## src/hw/laser_seq_pkg.sv

```systemverilog
// laser_seq_pkg: shared constants for the laser-source module sequencer.
// assumes a 200 MHz system clock and an axi4-lite management bus.
`default_nettype none

package laser_seq_pkg;

  // module state machine encoding
  typedef enum logic [2:0] {
    ST_RESETTING = 3'h0,
    ST_RESET     = 3'h1,
    ST_MGMT_INIT = 3'h2,
    ST_LOW_POWER = 3'h3,
    ST_READY     = 3'h4
  } mod_state_e;

  // clock and sequencing times
  localparam int unsigned CLK_PERIOD_NS = 5;
  localparam int unsigned RESETTING_TIME_NS = 100;
  localparam int unsigned MGMT_INIT_TIME_NS = 500;
  // least times round up to whole cycles
  localparam int unsigned RESETTING_CYCLES =
    (RESETTING_TIME_NS + CLK_PERIOD_NS - 1) / CLK_PERIOD_NS;
  localparam int unsigned MGMT_INIT_CYCLES =
    (MGMT_INIT_TIME_NS + CLK_PERIOD_NS - 1) / CLK_PERIOD_NS;
  localparam int unsigned CNT_W = 8;

  // register byte offsets
  localparam logic [3:0] OFS_CONTROL = 4'h0;
  localparam logic [3:0] OFS_STATUS = 4'h4;
  localparam logic [3:0] OFS_POWER_CLASS = 4'h8;

  // control fields
  localparam int unsigned CTL_RESET_FLAG = 0;
  localparam int unsigned CTL_LASER_REQ = 1;
  localparam int unsigned CTL_COOLER_REQ = 2;
  localparam logic [2:0] CTL_RESET_VAL = 3'h1;

  // status fields
  localparam int unsigned STS_STATE_LSB = 0;
  localparam int unsigned STS_LASER = 4;
  localparam int unsigned STS_COOLER = 5;
  localparam int unsigned STS_LP_REQ = 6;

  // power class encoding
  localparam logic [3:0] PCLASS_MIN = 4'h1;
  localparam logic [3:0] PCLASS_MAX = 4'hA;
  localparam logic [3:0] PCLASS_LOW_POWER = 4'h1;
  localparam logic [3:0] PCLASS_DEFAULT = 4'h7;

  // axi response codes
  localparam logic [1:0] RESP_OKAY = 2'h0;
  localparam logic [1:0] RESP_SLVERR = 2'h2;

endpackage

`default_nettype wire

```

## src/hw/laser_module_state_sequencer.sv

```systemverilog
// laser_module_state_sequencer: module-side state sequencing of a
// pluggable laser source, with an axi4-lite register slave.
// assumes host pins arrive asynchronously; bus is on CLOCK_I.
//
// Behaviour
// - after insertion every laser is held off until explicitly enabled.
// - after insertion the module sits in resetting, then moves to reset.
// - in reset it waits for the reset flag to be false, then initialises.
// - when management init ends the module enters the low power state.
// - in the low power state all laser power is kept off.
// - lasers turn on only in the ready state on an explicit host request.
// - low power keeps only the controller powered so it can still talk.
// - coolers may be enabled before the lasers are.
// - the module reports its power consumption as a power class.
// - the class is coded 1 to 10, class 1 meaning low power mode.
`default_nettype none

module laser_module_state_sequencer #(
  parameter logic [3:0] POWER_CLASS = laser_seq_pkg::PCLASS_DEFAULT
) (
  input wire logic CLOCK_I, // system clock, 200 MHz
  input wire logic RESET_I, // synchronous reset, active high
  input wire logic CE_I, // clock enable, freezes all state when low
  input wire logic MODULE_SELECT_N_I, // host select pin, active low
  input wire logic MODULE_RESET_N_I, // host reset pin, active low
  input wire logic LOW_POWER_REQUEST_I, // host low power pin
  output logic MODULE_PRESENT_N_O, // presence, grounded by module
  output logic MCU_POWER_EN_O, // controller supply enable
  output logic LASER_EN_O, // laser supply enable
  output logic COOLER_EN_O, // thermo cooler supply enable
  input wire logic [3:0] S_AXI_AWADDR, // write address
  input wire logic S_AXI_AWVALID, // write address valid
  output logic S_AXI_AWREADY, // write address ready
  input wire logic [31:0] S_AXI_WDATA, // write data
  input wire logic [3:0] S_AXI_WSTRB, // write byte strobes
  input wire logic S_AXI_WVALID, // write data valid
  output logic S_AXI_WREADY, // write data ready
  output logic [1:0] S_AXI_BRESP, // write response
  output logic S_AXI_BVALID, // write response valid
  input wire logic S_AXI_BREADY, // write response ready
  input wire logic [3:0] S_AXI_ARADDR, // read address
  input wire logic S_AXI_ARVALID, // read address valid
  output logic S_AXI_ARREADY, // read address ready
  output logic [31:0] S_AXI_RDATA, // read data
  output logic [1:0] S_AXI_RRESP, // read response
  output logic S_AXI_RVALID, // read data valid
  input wire logic S_AXI_RREADY // read data ready
);

  ////////////////////////////////////////////////////////////////////////
  // pin synchronisers

  logic [1:0] sel_n_sync_q;
  logic [1:0] rst_n_sync_q;
  logic [1:0] lp_sync_q;
  logic sel_s;
  logic mod_rst_s;
  logic lp_s;

  always_ff @(posedge CLOCK_I) begin
    if (RESET_I) begin
      sel_n_sync_q <= 2'h3;
      rst_n_sync_q <= 2'h0;
      lp_sync_q <= 2'h3;
    end else if (CE_I) begin
      sel_n_sync_q <= {sel_n_sync_q[0], MODULE_SELECT_N_I};
      rst_n_sync_q <= {rst_n_sync_q[0], MODULE_RESET_N_I};
      lp_sync_q <= {lp_sync_q[0], LOW_POWER_REQUEST_I};
    end
  end

  assign sel_s = ~sel_n_sync_q[1];
  assign mod_rst_s = ~rst_n_sync_q[1];
  assign lp_s = lp_sync_q[1];

  ////////////////////////////////////////////////////////////////////////
  // register bus: write and read channels

  logic aw_held_q;
  logic w_held_q;
  logic [3:0] aw_addr_q;
  logic [31:0] w_data_q;
  logic [3:0] w_strb_q;
  logic bvalid_q;
  logic [1:0] bresp_q;
  logic rvalid_q;
  logic [1:0] rresp_q;
  logic [31:0] rdata_q;
  logic wr_go;
  logic ctl_wr;
  logic [2:0] ctl_q;
  logic [2:0] ctl_d;

  function automatic logic mapped(input logic [3:0] a);
    mapped = (a == laser_seq_pkg::OFS_CONTROL) ||
             (a == laser_seq_pkg::OFS_STATUS) ||
             (a == laser_seq_pkg::OFS_POWER_CLASS);
  endfunction

  assign S_AXI_AWREADY = CE_I & ~aw_held_q & ~bvalid_q;
  assign S_AXI_WREADY = CE_I & ~w_held_q & ~bvalid_q;
  assign S_AXI_ARREADY = CE_I & ~rvalid_q;
  assign S_AXI_BVALID = bvalid_q;
  assign S_AXI_BRESP = bresp_q;
  assign S_AXI_RVALID = rvalid_q;
  assign S_AXI_RRESP = rresp_q;
  assign S_AXI_RDATA = rdata_q;
  assign wr_go = aw_held_q & w_held_q & ~bvalid_q;
  // a deselected module ignores control writes but still answers
  assign ctl_wr = wr_go & sel_s & w_strb_q[0] &
                  (aw_addr_q == laser_seq_pkg::OFS_CONTROL);

  always_ff @(posedge CLOCK_I) begin
    if (RESET_I) begin
      aw_held_q <= 1'b0;
      aw_addr_q <= 4'h0;
    end else if (CE_I) begin
      if (S_AXI_AWVALID && S_AXI_AWREADY) begin
        aw_held_q <= 1'b1;
        aw_addr_q <= S_AXI_AWADDR;
      end else if (wr_go) begin
        aw_held_q <= 1'b0;
      end
    end
  end

  always_ff @(posedge CLOCK_I) begin
    if (RESET_I) begin
      w_held_q <= 1'b0;
      w_data_q <= 32'h0;
      w_strb_q <= 4'h0;
    end else if (CE_I) begin
      if (S_AXI_WVALID && S_AXI_WREADY) begin
        w_held_q <= 1'b1;
        w_data_q <= S_AXI_WDATA;
        w_strb_q <= S_AXI_WSTRB;
      end else if (wr_go) begin
        w_held_q <= 1'b0;
      end
    end
  end

  always_ff @(posedge CLOCK_I) begin
    if (RESET_I) begin
      bvalid_q <= 1'b0;
      bresp_q <= laser_seq_pkg::RESP_OKAY;
    end else if (CE_I) begin
      if (wr_go) begin
        bvalid_q <= 1'b1;
        bresp_q <= mapped(aw_addr_q) ? laser_seq_pkg::RESP_OKAY :
                   laser_seq_pkg::RESP_SLVERR;
      end else if (S_AXI_BREADY) begin
        bvalid_q <= 1'b0;
      end
    end
  end

  ////////////////////////////////////////////////////////////////////////
  // module state machine

  laser_seq_pkg::mod_state_e state_q;
  laser_seq_pkg::mod_state_e state_d;
  logic [laser_seq_pkg::CNT_W-1:0] cnt_q;
  logic cnt_done;
  logic laser_q;
  logic cooler_q;

  assign cnt_done = (state_q == laser_seq_pkg::ST_RESETTING) ?
    (cnt_q == laser_seq_pkg::CNT_W'(laser_seq_pkg::RESETTING_CYCLES - 1)) :
    (cnt_q == laser_seq_pkg::CNT_W'(laser_seq_pkg::MGMT_INIT_CYCLES - 1));

  // software restarts the sequence by setting the reset flag again
  always_comb begin
    state_d = state_q;
    if (mod_rst_s) begin
      state_d = laser_seq_pkg::ST_RESETTING;
    end else begin
      unique case (state_q)
        laser_seq_pkg::ST_RESETTING: begin
          if (cnt_done) begin
            state_d = laser_seq_pkg::ST_RESET;
          end
        end
        laser_seq_pkg::ST_RESET: begin
          if (!ctl_q[laser_seq_pkg::CTL_RESET_FLAG]) begin
            state_d = laser_seq_pkg::ST_MGMT_INIT;
          end
        end
        laser_seq_pkg::ST_MGMT_INIT: begin
          if (cnt_done) begin
            state_d = laser_seq_pkg::ST_LOW_POWER;
          end
        end
        laser_seq_pkg::ST_LOW_POWER: begin
          if (ctl_q[laser_seq_pkg::CTL_RESET_FLAG]) begin
            state_d = laser_seq_pkg::ST_RESETTING;
          end else if (!lp_s) begin
            state_d = laser_seq_pkg::ST_READY;
          end
        end
        laser_seq_pkg::ST_READY: begin
          if (ctl_q[laser_seq_pkg::CTL_RESET_FLAG]) begin
            state_d = laser_seq_pkg::ST_RESETTING;
          end else if (lp_s) begin
            state_d = laser_seq_pkg::ST_LOW_POWER;
          end
        end
        default: state_d = laser_seq_pkg::ST_RESETTING;
      endcase
    end
  end

  always_ff @(posedge CLOCK_I) begin
    if (RESET_I) begin
      state_q <= laser_seq_pkg::ST_RESETTING;
      cnt_q <= '0;
    end else if (CE_I) begin
      state_q <= state_d;
      // held at zero under module reset so resetting always lasts in full
      cnt_q <= (state_d != state_q || mod_rst_s) ? '0 :
               cnt_q + laser_seq_pkg::CNT_W'(1);
    end
  end

  // control register; a module reset returns it to defaults
  always_comb begin
    ctl_d = ctl_q;
    if (mod_rst_s) begin
      ctl_d = laser_seq_pkg::CTL_RESET_VAL;
    end else if (ctl_wr) begin
      ctl_d = w_data_q[2:0];
    end
  end

  always_ff @(posedge CLOCK_I) begin
    if (RESET_I) begin
      ctl_q <= laser_seq_pkg::CTL_RESET_VAL;
    end else if (CE_I) begin
      ctl_q <= ctl_d;
    end
  end

  ////////////////////////////////////////////////////////////////////////
  // supply enables; laser and cooler registered from the next state, controller supply tied on

  always_ff @(posedge CLOCK_I) begin
    if (RESET_I) begin
      laser_q <= 1'b0;
      cooler_q <= 1'b0;
    end else if (CE_I) begin
      laser_q <= (state_d == laser_seq_pkg::ST_READY) &&
                 ctl_d[laser_seq_pkg::CTL_LASER_REQ];
      cooler_q <= (state_d == laser_seq_pkg::ST_READY) &&
                  ctl_d[laser_seq_pkg::CTL_COOLER_REQ];
    end
  end

  assign LASER_EN_O = laser_q;
  assign COOLER_EN_O = cooler_q;
  assign MCU_POWER_EN_O = 1'b1;
  assign MODULE_PRESENT_N_O = 1'b0;

  ////////////////////////////////////////////////////////////////////////
  // read path and power class report

  logic [3:0] pclass;

  // class 1 in low power, clamp to 1..10
  assign pclass = (state_q != laser_seq_pkg::ST_READY) ?
    laser_seq_pkg::PCLASS_LOW_POWER :
    (POWER_CLASS < laser_seq_pkg::PCLASS_MIN) ? laser_seq_pkg::PCLASS_MIN :
    (POWER_CLASS > laser_seq_pkg::PCLASS_MAX) ? laser_seq_pkg::PCLASS_MAX :
    POWER_CLASS;

  always_ff @(posedge CLOCK_I) begin
    if (RESET_I) begin
      rvalid_q <= 1'b0;
      rresp_q <= laser_seq_pkg::RESP_OKAY;
      rdata_q <= 32'h0;
    end else if (CE_I) begin
      if (S_AXI_ARVALID && S_AXI_ARREADY) begin
        rvalid_q <= 1'b1;
        rresp_q <= mapped(S_AXI_ARADDR) ? laser_seq_pkg::RESP_OKAY :
                   laser_seq_pkg::RESP_SLVERR;
        rdata_q <= 32'h0;
        unique case (S_AXI_ARADDR)
          laser_seq_pkg::OFS_CONTROL: rdata_q[2:0] <= ctl_q;
          laser_seq_pkg::OFS_STATUS: begin
            rdata_q[laser_seq_pkg::STS_STATE_LSB +: 3] <= state_q;
            rdata_q[laser_seq_pkg::STS_LASER] <= laser_q;
            rdata_q[laser_seq_pkg::STS_COOLER] <= cooler_q;
            rdata_q[laser_seq_pkg::STS_LP_REQ] <= lp_s;
          end
          laser_seq_pkg::OFS_POWER_CLASS: rdata_q[3:0] <= pclass;
          default: rdata_q <= 32'h0;
        endcase
      end else if (S_AXI_RREADY) begin
        rvalid_q <= 1'b0;
      end
    end
  end
endmodule

`default_nettype wire

```

## config.mk

```make
export PLATFORM = sky130hd
export DESIGN_NAME = laser_module_state_sequencer
export DESIGN_NICKNAME = d
export VERILOG_FILES = /design/src/hw/laser_seq_pkg.sv /design/src/hw/laser_module_state_sequencer.sv
export SDC_FILE = /design/constraint.sdc
export NUM_CORES = 1
export LEC_CHECK = 0
export ABC_AREA = 1
export BUFFER_PORTS_ARGS = -buffer_cell sky130_fd_sc_hd__buf_2
export CAP_MARGIN = 0
export CORE_MARGIN = 4
export CORE_UTILIZATION = 40
export DETAILED_ROUTE_END_ITERATION = 10
export PLACE_DENSITY = 0.7
export SYNTH_ARGS = -nofsm -noshare
export SYNTH_HDL_FRONTEND = slang
export SYNTH_SLANG_ARGS = --single-unit
export TNS_END_PERCENT = 5
```

## constraint.sdc

```tcl
create_clock -name CLOCK_I -period 1.5 [get_ports CLOCK_I]
set_clock_uncertainty 0.05 [all_clocks]
set_input_delay 0.225 -clock CLOCK_I [delete_from_list [all_inputs] [get_ports CLOCK_I]]
set_output_delay 0.225 -clock CLOCK_I [all_outputs]
set_load 0.005 [all_outputs]
```

### After elaboration in Yosys (flattened, before gate mapping)

Index checks and enable logic that the tools add are counted.

* flip-flop bits (word level): 45
* input port bits: 55
* output and inout port bits: 45
* logic and storage cells: 101

* add/subtract/negate cells: 1
* eq/ne operators: 14
* muxes and demuxes: 25
* bitwise gates (word level): 16
* reduce and logical (&&, ||, !) cells: 26

Operators with widths (number)
* $mux 3: 12
* $reduce_and 2->1: 9
* $pmux 3 s5: 1
* $and 1x1->1: 10
* $pmux 3 s3: 1
* $add 8x1->8 const B: 1
* $eq 4x3->1 const B: 2
* $eq 4x4->1 const B: 2
* $eq 8x5->1 const B: 1
* $eq 8x7->1 const B: 1
* $logic_not 4->1: 2
* $mux 1: 8
* $mux 8: 1
* $reduce_bool 2->1: 4
* $eq 3x2->1 const B: 2
* $eq 3x3->1 const B: 2
* $not 1->1: 6
* $logic_and 1x1->1: 5
* $logic_or 1x1->1: 5
* $mux 2: 2
* $eq 3x1->1 const B: 1
* $logic_not 3->1: 1
* $ne 3x3->1: 1
* $ne 3x3->1 const B: 1
* $ne 2x1->1 const B: 1

### Logic depth before layout (Yosys ltp)

* depth in word-level cells: 8
* gate-level depth with buffers: 13
* mapped depth without buffers: 13

### Worst setup path before layout

OpenSTA, ideal clock, no wires.

* kind: reg2reg
* start: register cnt_q[0] in the netlist's numbering
* end: register cnt_q[5] in the netlist's numbering
* library setup time: 117 ps
* data arrival time: 1220 ps
* data required time: 1333 ps
* path slack: 113 ps
* cell stages (with the launch flop): 13
* path buffers: 0
* period minus slack after synthesis: 1387 ps
* path through: dfxtp_1 > ha_1 > nand3_1 > nor2_1 > nand2_1 > nand2_1 > nand2_1 > nand2_1 > nand2_1 > nand2_1 > nand2_2 > nand2_4 > nor2_2

* longest elaborated chain between the ends: 8
* elaborated cells on any way between the ends: 11
* classes of those cells: 1 x add/sub; 3 x eq/ne; 6 x mux; 1 x reduce/logical

Ends and longest elaborated chain
* from (decl): line laser_module_state_sequencer.sv:163 `logic [laser_seq_pkg::CNT_W-1:0] cnt_q;`
* from (signal assigned): line laser_module_state_sequencer.sv:220 `cnt_q <= (state_d != state_q || mod_rst_s) ? '0 :`
* $eq 8x7->1 or $eq 8x5->1 (tied branches): line laser_module_state_sequencer.sv:170, laser_module_state_sequencer.sv:169
* $mux 1: line laser_module_state_sequencer.sv:168 `assign cnt_done = (state_q == laser_seq_pkg::ST_RESETTING) ?`
* $mux 3, on equally long branches: line laser_module_state_sequencer.sv:190, laser_module_state_sequencer.sv:180
* $pmux 3 s5: line laser_module_state_sequencer.sv:178 `unique case (state_q)`
* $mux 3: line laser_module_state_sequencer.sv:175 `if (mod_rst_s) begin`
* $ne 3x3->1: line laser_module_state_sequencer.sv:220
* $logic_or 1x1->1: line laser_module_state_sequencer.sv:220
* $mux 8 (*): line laser_module_state_sequencer.sv:220

Mark *: on every way between the ends. The rest lies on a longest branch, timed or not.
A chain may end at the register's enable or synchronous reset.

### Worst setup path in the final report

* start: register state_q[1]
* end: register cnt_q[7] in the netlist's numbering

* longest elaborated chain between the ends: 8
* elaborated cells on any way between the ends: 18
* classes of those cells: 5 x eq/ne; 11 x mux; 2 x reduce/logical

Ends and longest elaborated chain
* from (decl): line laser_module_state_sequencer.sv:161 `laser_seq_pkg::mod_state_e state_q;`
* from (signal assigned): line laser_module_state_sequencer.sv:215 `state_q <= laser_seq_pkg::ST_RESETTING;`
* from (signal assigned): line laser_module_state_sequencer.sv:218 `state_q <= state_d;`
* $logic_not 3->1: line laser_module_state_sequencer.sv:168, laser_module_state_sequencer.sv:178
* $mux 1: line laser_module_state_sequencer.sv:168
* $mux 3, on equally long branches: line laser_module_state_sequencer.sv:190, laser_module_state_sequencer.sv:180
* $pmux 3 s5: line laser_module_state_sequencer.sv:178
* $mux 3: line laser_module_state_sequencer.sv:175
* $ne 3x3->1 (*): line laser_module_state_sequencer.sv:220
* $logic_or 1x1->1 (*): line laser_module_state_sequencer.sv:220
* $mux 8 (*): line laser_module_state_sequencer.sv:220

Marks and branches as above.

==> impl_results.md <==
- P_int: 0.00164 W
- Commonest cells post-synth: nand2_1, dfxtp_1, buf_4, nor2_1
- CTS tree: yes
- Iter 0 DRT Violations: between 50 and 60
- Fmax: between 600 and 700 MHz
- GPL Wtd Cong: between 0.8 and 0.9
- Crit Path Category: flop to flop
- Total Routing Usage GR: around 15%
- Global routing usage on met3: between 3 and 4%
- Final Power: between 0.002 and 0.0025 W
- CTS root buf: clkbuf_8
- Slack of the worst reg-to-reg path: -0.03 ns
- Skew-Pair Late Insertion Delay: approximately 0.30 ns
- Hold Path Stages: 3
- Ys async rst share: 0%
- Hold Buf Count CTS: 0
- P_sw: between 0.0005 and 0.0006 W
- Hold WC Path Type: primary input to flop
- Synth Instances: between 200 and 300
- Clock network power share: around 34%
- Antenna Nets Post-Route: 0
- Most common cell in the synthesized netlist: nand2_1
- Final max-slew violation count: 0
- Overflow after GRT: 0
- DR vias/cell: 4.60
- Final WS setup: -0.0345 ns
- Core area: 0.00517 mm^2
- Worst EP required: ~1.7 ns
- CP endpoint kind: flop
- HPWL after DPL: around 3.4 mm
- Post-CTS setup buffers: 0
- Seq/Total Area, Yosys: 39.1%
- Top FF cell, synth: dfxtp_1
- Layout cell share with drive strength beyond 1: around a quarter
- MaxCap Viol Count: 0
- Die Height: between 80 and 90 um
- Final nets: roughly 400
- Power Density: 886 mW/mm^2
- Final wirelength: around 4.6 mm
- VDD IR max: around 520 uV
- Worst Hold Launch: MODULE_SELECT_N_I
- Grt met1 use: roughly 17%
- Yosys top cell area share: around 39%
- Initial Utilization: 41.6%
- Worst R2R Start: state_q[1]
- CTS Sinks: 42
- Busiest grt layer: met2
- Syn Std Cell Area: between 0.002 and 0.0025 mm^2
- Period utilization: 102%
- First-pass GRT wire length: 7.49 mm
- Drt drc: 0
- GR Util met2: about a quarter
- Final Hold Fails: 0
- R2r worst-path depth: 10
- H-tree Lvls: 2
- Setup_tns: -0.211 ns
- Clock buffer depth: 2
- Post-CTS sizing: 10
- Min cycle time layout: 1.53 ns
- Failing checks: negative setup slack
- WL per Instance: about 11 um
- Leak: about 1.2 nW
- Post-synth EDFFs: 0
- Synth warn: 0
- Via count: between 1,500 and 2,000
- Largest net degree at the start of global routing: 19
- Outcome: finished with violations
- Synth top area cells: dfxtp_1, buf_4, nand2_1
- Antenna violations before repair: 0
- Gate power share: 12.5%
- Buffers on Ports: 37
- Net Sw Frac: a little over a quarter
- Synth unique cells: 31
- Vias in the first global route: between 1,500 and 2,000
- Diode count: 0
- Worst Path Arrival: between 1.5 and 2 ns
- Register share of total power: around 54%
- CP startpoint: state_q[1]
- Syn Area/Cell: about 7.2 um^2
- Die width: 81.3 um
- Detailed Routing Iterations Pass 1: 4
- Die area: ~0.0066 mm^2
- Row count: 26
- Critical path launch point type: flop
- Clock slew at reported path FFs: around 0.080 ns
- Cts bufs inserted: 5
- Worst Path Max Fanout: 8
- Area grow syn2layout: 16.7%
- IO Count: 100
- RSZ-0062 raised after global routing: yes
- Cell taking the most area after synthesis: dfxtp_1
- Final setup viols: 8
- Synth Register Bits: 42
## layout by cell type, fill, tap and decap left out, types with 3 or more instances in the layout
cell type  count
nand2_1       51
dfxtp_1       37
buf_2         37
conb_1        30
nor2_1        29
inv_1         25
a21oi_1       24
nand3_1       15
buf_4         13
o21ai_0       10
nor2_2         9
inv_2          8
o21ai_1        8
clkbuf_8       6
o221ai_1       4
nand4_1        4
o211ai_1       3
nor3_1         3
xor2_1         3
dfxtp_2        3
## worst max-delay path, cell delays in order (launching register included)
cell and delay [ns]:
dfxtp_4 0.39, inv_2 0.06, nor3_1 0.23, nor2_2 0.08, nand2_1 0.11, a21oi_1 0.07
nor2_1 0.12, nand2_1 0.07, nand2_2 0.08, nand2_4 0.10, nor2_2 0.11
## path summary, 6_finish.rpt
| path | to |
|---|---|
| setup reg to reg | cnt_q[7] |
| setup / recovery | cnt_q[7] |
| hold / removal | sel_n_sync_q[0] |
| hold reg to reg | sel_n_sync_q[0] |
## stage by stage
stage	hold WS (ns)	setup WS [ns]	utilization (%)	std cells	instance area, um^2
floorplan	0.301	0.113	-	326	2260
global placement	0.387	0.0137	45.9	409	2370
finish	0.0840	-0.0345	48.5	417	2510
CTS	0.0783	0.00648	48.2	417	2490
detailed placement	0.391	-0.0499	45.9	409	2370
global route	0.0978	-0.163	48.5	417	2510
## cell type report
class,instances,area [um^2]
clock buffer,6,82.6
clock inverter,2,12.5
fill,528,2660
inverter,35,134
multi-input combinational,212,1060
sequential,42,852
tap,70,87.6
timing repair buffer,50,283
## cell families after synthesis
| family | after synthesis | share of synthesized area (%) |
|---|---|---|
| AOI/OAI and AO/OA | 54 | 14.1 |
| xor gates and xnor gates | 5 | 2.04 |
| adders and majority gates | 1 | 0.582 |
| buffers and inverters | 72 | 17.9 |
| DFF | 42 | 39.1 |
| muxes | 1 | 0.465 |
| other | 2 | 0.349 |
| and+or+nand+nor | 121 | 25.5 |
## sequential cells by signal (all words and copies together), names as in the netlist, 2 cells and up
signal,flops
S_AXI_RDATA,6
aw_addr_q,4
cnt_q,8
ctl_q,3
lp_sync_q,2
rst_n_sync_q,2
sel_n_sync_q,2
state_q,3
w_data_q,3
## power groups by stage
stage	clock (W)	sequential [W]	combinational (W)
5_1_grt	0.000820	0.00120	0.000319
3_5_place_dp	0	0.00122	0.000271
3_3_place_gp	0	0.00121	0.000266
4_1_cts	0.000777	0.00119	0.000275
2_1_floorplan	0	0.00121	0.000228
6_report	0.000753	0.00119	0.000277
## layer usage
metal  share of wire [%]  wire length [um]
met1                  43              2010
met2                  48              2230
met3                 6.9               320
met4                 1.5                68
met5                   0                 0
No activity file was read; power rests on OpenSTA's default activity.
